File: config.mk
export PLATFORM = sky130hd
export DESIGN_NAME = smsp_top
export DESIGN_NICKNAME = d
export VERILOG_FILES = /design/src/rtl/smsp_pkg.sv /design/src/rtl/smsp_baud_gen.sv /design/src/rtl/smsp_top.sv
export SDC_FILE = /design/constraint.sdc
export NUM_CORES = 1
export LEC_CHECK = 0
export BUFFER_PORTS_ARGS = -buffer_cell sky130_fd_sc_hd__buf_2
export CORE_MARGIN = 10
export CORE_UTILIZATION = 40
export DETAILED_ROUTE_END_ITERATION = 7
export GPL_ROUTABILITY_DRIVEN = 0
export HOLD_SLACK_MARGIN = 0.08
export REMOVE_ABC_BUFFERS = 1
export SETUP_SLACK_MARGIN = 0.2
export SYNTH_ARGS = -nofsm -noshare
export SYNTH_HDL_FRONTEND = slang
export SYNTH_SLANG_ARGS = --single-unit
File: constraint.sdc
create_clock -name core_clk -period 5.2 [get_ports core_clk]
set_input_delay 1.3 -clock core_clk [delete_from_list [all_inputs] [get_ports core_clk]]
set_output_delay 1.3 -clock core_clk [all_outputs]
set_load 0.01 [all_outputs]
File: src/rtl/smsp_pkg.sv
// Constants for the synchronous master serial port: register indices,
// bit positions, reset values and engine states.
// Assumes an 8-bit register port addressed by register index.
package smsp_pkg;

    // ==========================================================
    // Register port
    localparam int ADDR_W = 4;
    localparam int DATA_W = 8;
    localparam logic [3:0] REG_TX_STATUS = 4'h0;
    localparam logic [3:0] REG_RX_STATUS = 4'h1;
    localparam logic [3:0] REG_BAUD_CTRL = 4'h2;
    localparam logic [3:0] REG_DIV_HIGH = 4'h3;
    localparam logic [3:0] REG_DIV_LOW = 4'h4;
    localparam logic [3:0] REG_TX_BUFFER = 4'h5;
    localparam logic [3:0] REG_RX_BUFFER = 4'h6;
    localparam logic [3:0] REG_PERIPH_FLAG = 4'h7;
    localparam logic [3:0] REG_PERIPH_ENABLE = 4'h8;
    localparam logic [3:0] REG_IRQ_CTRL = 4'h9;

    // ==========================================================
    // transmit_status_control bits
    localparam int TXS_MASTER_CLK = 7;
    localparam int TXS_NINE_BIT = 6;
    localparam int TXS_TX_ENABLE = 5;
    localparam int TXS_SYNC_MODE = 4;
    localparam int TXS_SHIFT_EMPTY = 1;
    localparam int TXS_NINTH_BIT = 0;

    // ==========================================================
    // receive_status_control bits
    localparam int RXS_PORT_ENABLE = 7;
    localparam int RXS_NINE_BIT = 6;
    localparam int RXS_SINGLE = 5;
    localparam int RXS_CONTINUOUS = 4;
    localparam int RXS_FRAME_ERR = 2;
    localparam int RXS_OVERRUN = 1;
    localparam int RXS_NINTH_BIT = 0;

    // ==========================================================
    // baud_control, flag, enable and interrupt control bits
    localparam int BDC_IDLE_POL = 4;
    localparam int BDC_WIDE_DIV = 3;
    localparam int PF_RX_DONE = 5;
    localparam int PF_TX_EMPTY = 4;
    localparam int IC_GLOBAL = 7;
    localparam int IC_PERIPH = 6;

    // ==========================================================
    // Word lengths and reset values
    localparam logic [3:0] LAST_BIT_8 = 4'h7;
    localparam logic [3:0] LAST_BIT_9 = 4'h8;
    localparam logic [7:0] RESET_BYTE = 8'h00;
    localparam logic [7:0] READ_ZERO = 8'h00;

    // ==========================================================
    // Shift engine states
    typedef enum logic [1:0] {
        ST_IDLE = 2'b00,
        ST_TX = 2'b01,
        ST_RX = 2'b10
    } smsp_state_t;

endpackage

File: src/rtl/smsp_baud_gen.sv
// Baud divider for the shift engine: one-cycle tick every divisor+1
// clocks while run is high. Count clears on each tick, so run may stay high between words.
`timescale 1ns/1ns
module smsp_baud_gen #(
    parameter int DIV_W = 16
) (
    // Clock and reset
    input wire logic core_clk,
    input wire logic arst_n,
    // Control
    input wire logic run,
    input wire logic [DIV_W-1:0] divisor,
    // Half-period tick
    output logic tick
);

    if (DIV_W < 8 || DIV_W > 16) begin : g_check
        $error("smsp_baud_gen: DIV_W must be 8 to 16");
    end

    typedef struct packed {
        logic [DIV_W-1:0] count;
    } smsp_baud_t;

    smsp_baud_t s_q, s_d;

    assign tick = run && (s_q.count == divisor);

    always_comb
    begin
        s_d = s_q;
        if (!run || tick)
        begin
            s_d.count = '0;
        end
        else
        begin
            s_d.count = DIV_W'(s_q.count + 1'b1);
        end
    end

    always_ff @(posedge core_clk or negedge arst_n)
    begin
        if (!arst_n)
        begin
            s_q <= '0;
        end
        else
        begin
            s_q <= s_d;
        end
    end

endmodule // smsp_baud_gen

File: src/rtl/smsp_top.sv
// Synchronous master serial port: register file, transmit buffer, shift
// engine driving clock and data pins, single and continuous reception.
// Assumes a one-cycle register port and an external slave on the pins.
//
// Operation
// - Shift register reloads from buffer only after last bit, immediately.
// - Buffer transfer takes one cycle; buffer then empty, empty flag set.
// - Buffer-empty flag sets regardless of its interrupt enable.
// - Software cannot clear buffer-empty flag; only a buffer write does.
// - Read-only shift-empty status bit, set while shifter empty, no irq.
// - Shift register is not reachable from the register port.
// - Bit rate set by 16-bit divisor and wide-divider select.
// - Master operation needs sync mode, port enable and master clock.
// - Nine-bit transmit sends the ninth data bit after eight bits.
// - Buffer write with transmit enabled starts a transmission.
// - Interrupt reaches processor only with global and peripheral enable.
// - Reception starts when single or continuous receive enable is set.
// - Receive samples data on the clock's active-to-idle edge.
// - Single receive takes one word, then stops clocking.
// - Continuous receive repeats words until software clears it.
// - Both receive enables set behaves as continuous reception.
// - Each received word sets receive-done flag and may raise irq.
// - Nine-bit receive takes a ninth bit per word.
// - Ninth bit and overrun error in status register, data in receive buffer.
// - Clearing continuous receive clears the overrun error.
// - Half-duplex: no reception while sending, no sending while receiving.
// - Master drives shift clock; port enable routes clock and data pins.
// - Clock idle level high when polarity bit set, low when clear.
`timescale 1ns/1ns
module smsp_top (
    // Clock and reset
    input wire logic core_clk,
    input wire logic arst_n,
    // Register port
    input wire logic [smsp_pkg::ADDR_W-1:0] reg_addr,
    input wire logic [smsp_pkg::DATA_W-1:0] reg_wdata,
    input wire logic reg_wr,
    input wire logic reg_rd,
    output logic [smsp_pkg::DATA_W-1:0] reg_rdata,
    // Shift clock pin
    output logic shift_clk_pin_o,
    output logic shift_clk_pin_oe,
    // Shift data pin
    input wire logic shift_data_pin_i,
    output logic shift_data_pin_o,
    output logic shift_data_pin_oe,
    // Interrupt request
    output logic irq_o
);

    // ==========================================================
    // State
    typedef struct packed {
        smsp_pkg::smsp_state_t st;
        logic master_clock_select;
        logic nine_bit_transmit;
        logic transmit_enable;
        logic sync_mode;
        logic transmit_ninth_bit;
        logic serial_port_enable;
        logic nine_bit_receive;
        logic single_receive_enable;
        logic continuous_receive_enable;
        logic overrun;
        logic received_ninth_bit;
        logic clock_idle_polarity;
        logic wide_baud_divider;
        logic [7:0] baud_divisor_high;
        logic [7:0] baud_divisor_low;
        logic [7:0] transmit_buffer;
        logic [7:0] receive_buffer;
        logic buf_full;
        logic receive_done_flag;
        logic tx_irq_enable;
        logic receive_irq_enable;
        logic global_irq_enable;
        logic peripheral_irq_enable;
        logic [8:0] tx_shift_register;
        logic [3:0] bit_cnt;
        logic half;
        logic ck;
        logic ck_oe;
        logic dt;
        logic dt_oe;
        logic [1:0] din_sync;
        logic [7:0] rdata;
    } smsp_regs_t;

    smsp_regs_t s_q, s_d;
    logic tick;
    logic master_on;
    logic rx_req;
    logic tx_flag;
    logic wr_txbuf;
    logic rd_rxbuf;
    logic [3:0] last_bit;
    logic word_end;
    logic [15:0] divisor;

    function automatic logic [3:0] last_of(input logic nine);
        return nine ? smsp_pkg::LAST_BIT_9 : smsp_pkg::LAST_BIT_8;
    endfunction

    assign master_on = s_q.serial_port_enable && s_q.sync_mode
        && s_q.master_clock_select;
    assign rx_req = s_q.single_receive_enable
        || s_q.continuous_receive_enable;
    assign tx_flag = !s_q.buf_full;
    assign wr_txbuf = reg_wr && (reg_addr == smsp_pkg::REG_TX_BUFFER);
    assign rd_rxbuf = reg_rd && (reg_addr == smsp_pkg::REG_RX_BUFFER);
    assign last_bit = (s_q.st == smsp_pkg::ST_TX)
        ? last_of(s_q.nine_bit_transmit)
        : last_of(s_q.nine_bit_receive);
    assign word_end = tick && s_q.half && (s_q.bit_cnt == last_bit);
    // Divisor 0 or 1 outruns the two-flop receive input; use 2 or more
    assign divisor = s_q.wide_baud_divider
        ? {s_q.baud_divisor_high, s_q.baud_divisor_low}
        : {smsp_pkg::RESET_BYTE, s_q.baud_divisor_low};

    // ==========================================================
    // Baud divider
    smsp_baud_gen #(
        .DIV_W(16)
    ) u_baud (
        .core_clk(core_clk),
        .arst_n(arst_n),
        .run(s_q.st != smsp_pkg::ST_IDLE),
        .divisor(divisor),
        .tick(tick)
    );

    // ==========================================================
    // Register read mux; shifter has no address
    function automatic logic [7:0] read_reg(input smsp_regs_t r,
                                            input logic [3:0] a);
        logic [7:0] v;
        v = smsp_pkg::READ_ZERO;
        unique case (a)
            smsp_pkg::REG_TX_STATUS:
            begin
                v[smsp_pkg::TXS_MASTER_CLK] = r.master_clock_select;
                v[smsp_pkg::TXS_NINE_BIT] = r.nine_bit_transmit;
                v[smsp_pkg::TXS_TX_ENABLE] = r.transmit_enable;
                v[smsp_pkg::TXS_SYNC_MODE] = r.sync_mode;
                v[smsp_pkg::TXS_SHIFT_EMPTY] = (r.st != smsp_pkg::ST_TX);
                v[smsp_pkg::TXS_NINTH_BIT] = r.transmit_ninth_bit;
            end
            smsp_pkg::REG_RX_STATUS:
            begin
                v[smsp_pkg::RXS_PORT_ENABLE] = r.serial_port_enable;
                v[smsp_pkg::RXS_NINE_BIT] = r.nine_bit_receive;
                v[smsp_pkg::RXS_SINGLE] = r.single_receive_enable;
                v[smsp_pkg::RXS_CONTINUOUS] = r.continuous_receive_enable;
                v[smsp_pkg::RXS_OVERRUN] = r.overrun;
                v[smsp_pkg::RXS_NINTH_BIT] = r.received_ninth_bit;
            end
            smsp_pkg::REG_BAUD_CTRL:
            begin
                v[smsp_pkg::BDC_IDLE_POL] = r.clock_idle_polarity;
                v[smsp_pkg::BDC_WIDE_DIV] = r.wide_baud_divider;
            end
            smsp_pkg::REG_DIV_HIGH: v = r.baud_divisor_high;
            smsp_pkg::REG_DIV_LOW: v = r.baud_divisor_low;
            smsp_pkg::REG_TX_BUFFER: v = r.transmit_buffer;
            smsp_pkg::REG_RX_BUFFER: v = r.receive_buffer;
            smsp_pkg::REG_PERIPH_FLAG:
            begin
                v[smsp_pkg::PF_RX_DONE] = r.receive_done_flag;
                v[smsp_pkg::PF_TX_EMPTY] = !r.buf_full;
            end
            smsp_pkg::REG_PERIPH_ENABLE:
            begin
                v[smsp_pkg::PF_RX_DONE] = r.receive_irq_enable;
                v[smsp_pkg::PF_TX_EMPTY] = r.tx_irq_enable;
            end
            smsp_pkg::REG_IRQ_CTRL:
            begin
                v[smsp_pkg::IC_GLOBAL] = r.global_irq_enable;
                v[smsp_pkg::IC_PERIPH] = r.peripheral_irq_enable;
            end
            default: v = smsp_pkg::READ_ZERO;
        endcase
        return v;
    endfunction

    // ==========================================================
    // Next state: bus first, engine after so hardware sets win
    always_comb
    begin
        s_d = s_q;
        s_d.din_sync = {s_q.din_sync[0], shift_data_pin_i};
        if (reg_rd)
        begin
            s_d.rdata = read_reg(s_q, reg_addr);
        end
        if (rd_rxbuf)
        begin
            s_d.receive_done_flag = 1'b0;
        end
        if (reg_wr)
        begin
            unique case (reg_addr)
                smsp_pkg::REG_TX_STATUS:
                begin
                    s_d.master_clock_select =
                        reg_wdata[smsp_pkg::TXS_MASTER_CLK];
                    s_d.nine_bit_transmit = reg_wdata[smsp_pkg::TXS_NINE_BIT];
                    s_d.transmit_enable = reg_wdata[smsp_pkg::TXS_TX_ENABLE];
                    s_d.sync_mode = reg_wdata[smsp_pkg::TXS_SYNC_MODE];
                    s_d.transmit_ninth_bit =
                        reg_wdata[smsp_pkg::TXS_NINTH_BIT];
                end
                smsp_pkg::REG_RX_STATUS:
                begin
                    s_d.serial_port_enable =
                        reg_wdata[smsp_pkg::RXS_PORT_ENABLE];
                    s_d.nine_bit_receive = reg_wdata[smsp_pkg::RXS_NINE_BIT];
                    s_d.single_receive_enable =
                        reg_wdata[smsp_pkg::RXS_SINGLE];
                    s_d.continuous_receive_enable =
                        reg_wdata[smsp_pkg::RXS_CONTINUOUS];
                    if (!reg_wdata[smsp_pkg::RXS_CONTINUOUS])
                    begin
                        s_d.overrun = 1'b0;
                    end
                end
                smsp_pkg::REG_BAUD_CTRL:
                begin
                    s_d.clock_idle_polarity =
                        reg_wdata[smsp_pkg::BDC_IDLE_POL];
                    s_d.wide_baud_divider = reg_wdata[smsp_pkg::BDC_WIDE_DIV];
                end
                smsp_pkg::REG_DIV_HIGH: s_d.baud_divisor_high = reg_wdata;
                smsp_pkg::REG_DIV_LOW: s_d.baud_divisor_low = reg_wdata;
                smsp_pkg::REG_TX_BUFFER:
                begin
                    s_d.transmit_buffer = reg_wdata;
                    s_d.buf_full = 1'b1;
                end
                smsp_pkg::REG_PERIPH_ENABLE:
                begin
                    s_d.receive_irq_enable = reg_wdata[smsp_pkg::PF_RX_DONE];
                    s_d.tx_irq_enable = reg_wdata[smsp_pkg::PF_TX_EMPTY];
                end
                smsp_pkg::REG_IRQ_CTRL:
                begin
                    s_d.global_irq_enable = reg_wdata[smsp_pkg::IC_GLOBAL];
                    s_d.peripheral_irq_enable =
                        reg_wdata[smsp_pkg::IC_PERIPH];
                end
                // Flag register and receive buffer ignore writes
                default: s_d.rdata = s_d.rdata;
            endcase
        end

        // Shift engine
        unique case (s_q.st)
            smsp_pkg::ST_IDLE:
            begin
                if (master_on && rx_req)
                begin
                    s_d.st = smsp_pkg::ST_RX;
                    s_d.bit_cnt = '0;
                    s_d.half = 1'b0;
                    s_d.tx_shift_register = '0;
                end
                else if (master_on && s_q.transmit_enable && s_q.buf_full)
                begin
                    s_d.st = smsp_pkg::ST_TX;
                    s_d.tx_shift_register =
                        {s_q.transmit_ninth_bit, s_q.transmit_buffer};
                    s_d.bit_cnt = '0;
                    s_d.half = 1'b0;
                    s_d.buf_full = wr_txbuf;
                end
            end
            smsp_pkg::ST_TX:
            begin
                if (!master_on || !s_q.transmit_enable)
                begin
                    s_d.st = smsp_pkg::ST_IDLE;
                end
                else if (tick && !s_q.half)
                begin
                    s_d.half = 1'b1;
                end
                else if (word_end)
                begin
                    // Reload at once so back-to-back words leave no gap
                    s_d.half = 1'b0;
                    s_d.bit_cnt = '0;
                    if (s_q.buf_full && !rx_req)
                    begin
                        s_d.tx_shift_register =
                            {s_q.transmit_ninth_bit, s_q.transmit_buffer};
                        s_d.buf_full = wr_txbuf;
                    end
                    else
                    begin
                        s_d.st = smsp_pkg::ST_IDLE;
                    end
                end
                else if (tick)
                begin
                    s_d.half = 1'b0;
                    s_d.bit_cnt = 4'(s_q.bit_cnt + 1'b1);
                    s_d.tx_shift_register =
                        {1'b0, s_q.tx_shift_register[8:1]};
                end
            end
            smsp_pkg::ST_RX:
            begin
                if (!master_on || !rx_req)
                begin
                    s_d.st = smsp_pkg::ST_IDLE;
                end
                else if (tick && !s_q.half)
                begin
                    s_d.half = 1'b1;
                    s_d.tx_shift_register[s_q.bit_cnt] =
                        s_q.din_sync[1];
                end
                else if (word_end)
                begin
                    s_d.half = 1'b0;
                    s_d.bit_cnt = '0;
                    if (s_d.receive_done_flag)
                    begin
                        // Unread word is kept, the new one dropped
                        s_d.overrun = 1'b1;
                    end
                    else
                    begin
                        s_d.receive_buffer = s_q.tx_shift_register[7:0];
                        s_d.received_ninth_bit = s_q.nine_bit_receive
                            && s_q.tx_shift_register[8];
                    end
                    s_d.receive_done_flag = 1'b1;
                    if (!s_q.continuous_receive_enable)
                    begin
                        s_d.single_receive_enable = 1'b0;
                        s_d.st = smsp_pkg::ST_IDLE;
                    end
                    s_d.tx_shift_register = '0;
                end
                else if (tick)
                begin
                    s_d.half = 1'b0;
                    s_d.bit_cnt = 4'(s_q.bit_cnt + 1'b1);
                end
            end
            default: s_d.st = smsp_pkg::ST_IDLE;
        endcase

        // Pins, registered
        s_d.ck = (s_d.st != smsp_pkg::ST_IDLE && !s_d.half)
            ? !s_d.clock_idle_polarity
            : s_d.clock_idle_polarity;
        s_d.ck_oe = s_d.serial_port_enable && s_d.sync_mode
            && s_d.master_clock_select;
        s_d.dt = s_d.tx_shift_register[0];
        s_d.dt_oe = (s_d.st == smsp_pkg::ST_TX);
    end

    always_ff @(posedge core_clk or negedge arst_n)
    begin
        if (!arst_n)
        begin
            s_q <= '0;
            s_q.st <= smsp_pkg::ST_IDLE;
        end
        else
        begin
            s_q <= s_d;
        end
    end

    assign reg_rdata = s_q.rdata;
    assign shift_clk_pin_o = s_q.ck;
    assign shift_clk_pin_oe = s_q.ck_oe;
    assign shift_data_pin_o = s_q.dt;
    assign shift_data_pin_oe = s_q.dt_oe;
    assign irq_o = s_q.global_irq_enable && s_q.peripheral_irq_enable
        && ((tx_flag && s_q.tx_irq_enable)
        || (s_q.receive_done_flag && s_q.receive_irq_enable));
endmodule // smsp_top

After elaboration in Yosys (flattened, before gate mapping) --
Index checks and enable logic that the tools add are counted.
Cells by class: equal/unequal tests 24, bitwise operators 3, multiplexer cells 76, reductions and logical operators 50, order comparisons 2, add/sub/neg operators 2
Operators by type and width (number):
- 14-bit two-way mux | 6
- 14-bit one-hot mux with 3 select lines | 1
- 16-bit two-way mux | 2
- 2-bit two-way mux | 15
- 9-bit two-way mux | 3
- 26-bit two-way mux | 1
- 1-bit two-way mux | 25
- 8-bit two-way mux | 3
- 1-bit logical AND | 21
- 5-bit two-way mux | 4
- 16-bit by 1-bit adder with 16-bit output, second input constant | 1
- 16-bit equality test | 1
- 4-bit by 3-bit equality test with 1-bit output, second input constant | 4
- 4-bit two-way mux | 4
- 2-bit AND reduction | 8
- 8-bit AND reduction | 2
- 2-bit one-hot mux with 7 select lines | 1
- 13-bit two-way mux | 1
- 3-bit != test, second input constant | 4
- 2-bit one-hot mux with 6 select lines | 1
- 10-bit two-way mux | 1
- 9-bit bitwise mux | 1
- 1-bit one-hot mux with 9 select lines | 1
- 4-bit by 2-bit equality test with 1-bit output, second input constant | 2
- 25 further kinds | 44
Word-level totals: bits of input ports 17, bits in registers 96

Depth between registers and ports, before layout --
depth in word-level cells 12, gate-level depth with buffers 14, depth with buffers taken out 12

Cells and area by module --
Synthesis repeated with hierarchy kept, for this count alone.
Second synthesis, totals: cell total of the unflattened synthesis 507, area total of the unflattened synthesis 5310.1 sq um
Modules (own cells, without submodules):
- smsp_top | cells each 406, instances 1, area an instance 4315.4 sq um
- smsp_baud_gen | cells each 101, instances 1, area an instance 994.7 sq um

Worst setup path after synthesis --
OpenSTA, ideal clock, no wires.
path kind register -> register, start point reg u_baud.s_q[9] in the netlist's numbering, end point reg s_q[19] in the netlist's numbering, period minus slack after synthesis 2.933 ns, slack 2.267 ns, stages on the path, launching flop included 14, setup time 0.125 ns, data arrival time 2.808 ns, path buffers 1, cell sequence dfrtp_1 -> nor4bb_1 -> a31o_1 -> a22o_1 -> nand4_2 -> nor2_1 -> ha_1 -> nand4_1 -> mux2i_2 -> and2b_4 -> nor2b_1 -> o311a_1 -> buf_6 -> mux2_4
Between the ends: cells in the longest elaborated chain, start to end 8, elaborated cells between the ends (all ways) 16, those cells by class 5 x eq/ne; 6 x mux; 5 x reduce/logical
RTL lines:
- from (decl) | line smsp_baud_gen.sv:25 | smsp_baud_t s_q, s_d;
- from (signal assigned) | line smsp_baud_gen.sv:46 | s_q <= '0;
- from (signal assigned) | line smsp_baud_gen.sv:50 | s_q <= s_d;
- 16-bit equality test (*) | line smsp_baud_gen.sv:27 | assign tick = run && (s_q.count == divisor);
- 1-bit logical AND (*) | line smsp_baud_gen.sv:27
- 1-bit logical AND (2 in a row) | line smsp_top.sv:114 | assign word_end = tick && s_q.half && (s_q.bit_cnt == last_bit);
- 14-bit two-way mux | line smsp_top.sv:287 | else if (word_end)
- 13-bit two-way mux | line smsp_top.sv:283 | else if (tick && !s_q.half)
- 14-bit two-way mux | line smsp_top.sv:279 | if (!master_on || !s_q.transmit_enable)
- 14-bit one-hot mux with 3 select lines | line smsp_top.sv:257 | unique case (s_q.st)
- to (decl) | line smsp_top.sv:89 | smsp_regs_t s_q, s_d;
Mark *: on every way between the ends. The rest lies on a longest branch, timed or not. The select of a mux whose other input is x is not followed. A chain may end at the register's enable or synchronous reset.

Worst setup path in the final report --
start point reg s_q[66] in the netlist's numbering, end point reg s_q[21] in the netlist's numbering
Between the ends: cells in the longest elaborated chain, start to end 9, elaborated cells between the ends (all ways) 17, those cells by class 5 x eq/ne; 7 x mux; 5 x reduce/logical
RTL lines:
- 16-bit two-way mux (*) | line smsp_top.sv:117 | ? {s_q.baud_divisor_high, s_q.baud_divisor_low}
- 16-bit equality test (*) | line smsp_baud_gen.sv:27
- 1-bit logical AND (*) | line smsp_baud_gen.sv:27
- 1-bit logical AND (2 in a row) | line smsp_top.sv:114
- 14-bit two-way mux | line smsp_top.sv:287
- 13-bit two-way mux | line smsp_top.sv:283
- 14-bit two-way mux | line smsp_top.sv:279
- 14-bit one-hot mux with 3 select lines | line smsp_top.sv:257
Marked as above.

==> impl_metrics.ini <==
[global_routing]
grt_max_degree = 66
track_usage_pct = 14.5
grt_pass1_wl_um = 21100
use_met3_pct = 2.86
grt_pass1_vias = 4004
antenna_found_initial = 0
grt_busiest_layer = met2
met1_usage_pct = 20.0
grt.overflow.total = 0
grt_use_met2_pct = 21.4

[setup_path]
timing.rr.end = s_q[21]$_DFFE_PN0P_
crit_arrival_ns = 3.98
crit_family = simple AND/OR/NAND/NOR gates
crit_buf_inv = 0
end_kind = flip-flop
startpoint_type = flip-flop
r2r-start = s_q[66]$_DFFE_PN0P_
critical_path.max_fanout = 13
r2r_slack_ns = 1.45
crit_path_start = s_q[66]$_DFFE_PN0P_
cp.required_ns = 5.43
worstSetupPathType = reg2reg
cp_cell_sequence = nand4b_1 -> o22a_1 -> a32oi_1 -> nand4_2 -> nor2_1 -> ha_1 -> nand4_1 -> mux2i_2 -> and2b_4 -> nor2b_1 -> o311a_1 -> mux2_4
reg2reg_depth = 12
crit_cells = 12
slowest_stage = dfrtp_1
crit_end = s_q[21]$_DFFE_PN0P_
max_stage_delay_ns = 0.56

[sta]
layout_min_cycle_time_ns = 3.75
hold_viol_final = 0
slew_viol_final = 0
rsz0062_at_grt = false
slew_headroom_pct = 11.6
setup_viol = 0
max_slew.worst_pin.slew_ns = 1.32
fmax_ghz = 0.267
period_share_pct = 72.1
fin_skew_ns = 0.00529
setup_tns_ns = 0

[clock_network]
clock_sinks = 96
clk_latency_ns = 0.35
cts_hold_buf = 0
cts_tree = built
cts.clk_slew.worst_paths_ns = 0.07
cts_root_buf = clkbuf_16
postCtsSetupBuffers = 0
h-tree-depth = 3
post_cts_resized = 0
cts_buffer_depth = 2
cts_buffers = 9

[layout]
areaGrowthSynthToFinish_pct = 9.53
layout-drive-gt1-share_pct = 21.9
stdcell_count = 711
multi_input_area_um2 = 2710
final_nets = 554
final_util_pct = 44.4
diodes = 0
fillers = 1287
area.sequential_um2 = 2400

[synthesis]
syn_avg_cell_area_um2 = 10.3
synth_top_family_by_area = multiplexers
muxShareOfSynthArea_pct = 16.1
yosysSeqAreaShare_pct = 45.1
netlist_area_um2 = 5330
synthTopCellsByCount = dfrtp_1, mux2_2, nor2_1
synth_compound_area_share_pct = 12.8
synthArstFlopShare_pct = 100
yosysTopAreaCellShare_pct = 45.1
ys_ff_latch = 96
synth_cells = 517
synth_enable_flop_cells = 0
ys_types = 65
yosys.area_share.adder_pct = 1.64
synth-simple-area-share_pct = 15.9
synth_area_leaders = dfrtp_1, mux2_2, nor2_1, nand2_1, xnor2_1
yosys.area.top_type = dfrtp_1
synthXorXnorAreaFrac_pct = 4.44
yosysMostFrequentCell = dfrtp_1
synth-warning-count = 0
synthFlopType = dfrtp_1

[power]
p_int_mw = 1.34
power.share.switching_pct = 29.3
p_seq_share_pct = 50.2
power_frac_comb_pct = 16.2
power_switching_uw = 555
powerDensity_nw_per_um2 = 324
clockPowerShare_pct = 33.6
leakagePower_nw = 2.44
vdd_ir_drop_max_mv = 0.159

[floorplanning]
rows = 42
die_x_um = 135
fp.dieH_um = 135
dieArea_um2 = 18300
core_area_um2 = 13100
start_util_pct = 40.6
ioPinCount = 30

[placed_design]
numPortBuffers = 29
dp_cells = 695
dp_hpwl_um = 9580

[route]
drc = 0
ant_nets = 0
wl_per_cell_um = 18.4
vias = 4041
drt_iter0_markers = 405
wl_um = 13100
via_per_inst = 5.68
firstDrtPassIters = 5

[min_path]
min_path_type = reg2reg

[flow_run]
max_cap_viol_count = 0

[outcome]
outcome = finished clean
==> metrics by stage <==
stage | cell area, um^2 | hold slack [ns] | power, mW | setup WS [ns]
after global placement | 5560 | 0.341 | 1.26 | 1.70
after floorplan | 5180 | 0.331 | 1.14 | 2.04
after global routing | 5840 | 0.365 | 1.98 | 1.16
after CTS | 5840 | 0.358 | 1.91 | 1.44
after detailed placement | 5560 | 0.344 | 1.27 | 1.45
final | 5840 | 0.353 | 1.89 | 1.45
==> layout make-up <==
cell class                 count  share of cell area (%)
multi-input combinational    375                    46.4
sequential                    96                    41.1
clock buffer                  11                    4.33
tap                          176                    3.77
timing repair buffer          30                    2.66
inverter                      18                    1.16
clock inverter                 5                   0.536
==> registers in the layout (all words and copies together) (netlist names) <==
signal and flops:
reg_rdata 8, s_d 1, s_q 68, shift_clk_pin_o 1
shift_clk_pin_oe 1, shift_data_pin_oe 1, u_baud.s_q 16
==> power by group through the flow <==
stage	combinational [mW]	sequential, mW	clock [mW]
global route	0.341	0.961	0.679
finish	0.307	0.950	0.636
detailed placement	0.307	0.962	0
floorplan	0.212	0.924	0
CTS	0.309	0.948	0.651
global placement	0.301	0.958	0
==> worst min path at each step <==
stage	startpoint	to	slack (ns)	cells past startpoint
after floorplan	s_d[9]$_DFF_PN0_	s_q[9]$_DFF_PN0_	0.33	0
after global placement	s_d[9]$_DFF_PN0_	s_q[9]$_DFF_PN0_	0.34	0
after detailed placement	s_d[9]$_DFF_PN0_	s_q[9]$_DFF_PN0_	0.34	0
after CTS	s_d[9]$_DFF_PN0_	s_q[9]$_DFF_PN0_	0.36	0
after global routing	s_d[9]$_DFF_PN0_	s_q[9]$_DFF_PN0_	0.36	0
final	s_d[9]$_DFF_PN0_	s_q[9]$_DFF_PN0_	0.35	0
==> cell families after synthesis <==
family / Yosys count
AND/OR/NAND/NOR: 170
multiplexers: 72
buffers and inverters: 46
XOR/XNOR: 27
AO/OA/AOI/OAI: 99
adder cells (fa/ha/maj): 7
flip-flops: 96
==> per-layer routing <==
layer | up-vias | routed length (um)
met2 | 106 | 5750
met4 | 0 | 315
li1 | 1893 | -
met5 | - | 0
met1 | 2019 | 6290
met3 | 23 | 690
==> placed cells by master (no fill, tap or decap), types with 3 or more instances in the layout <==
cell type / instances
nor3_1: 3
o22ai_1: 8
inv_1: 18
clkinv_2: 3
o21a_1: 3
nor2b_1: 9
ha_1: 7
nand4_1: 10
mux2_4: 9
clkbuf_16: 9
a221o_1: 8
nand3_1: 26
and3_1: 4
dfrtp_1: 96
nor2_1: 49
a22o_1: 4
a22oi_1: 6
mux2_2: 50
o31ai_1: 3
a31oi_1: 3
mux2i_1: 10
nor3b_1: 4
nand2_1: 46
buf_2: 28
xnor2_1: 18
xor2_1: 9
a21oi_1: 21
nand2b_1: 4
o21ai_0: 20
Power figures use the tool's default switching activity.
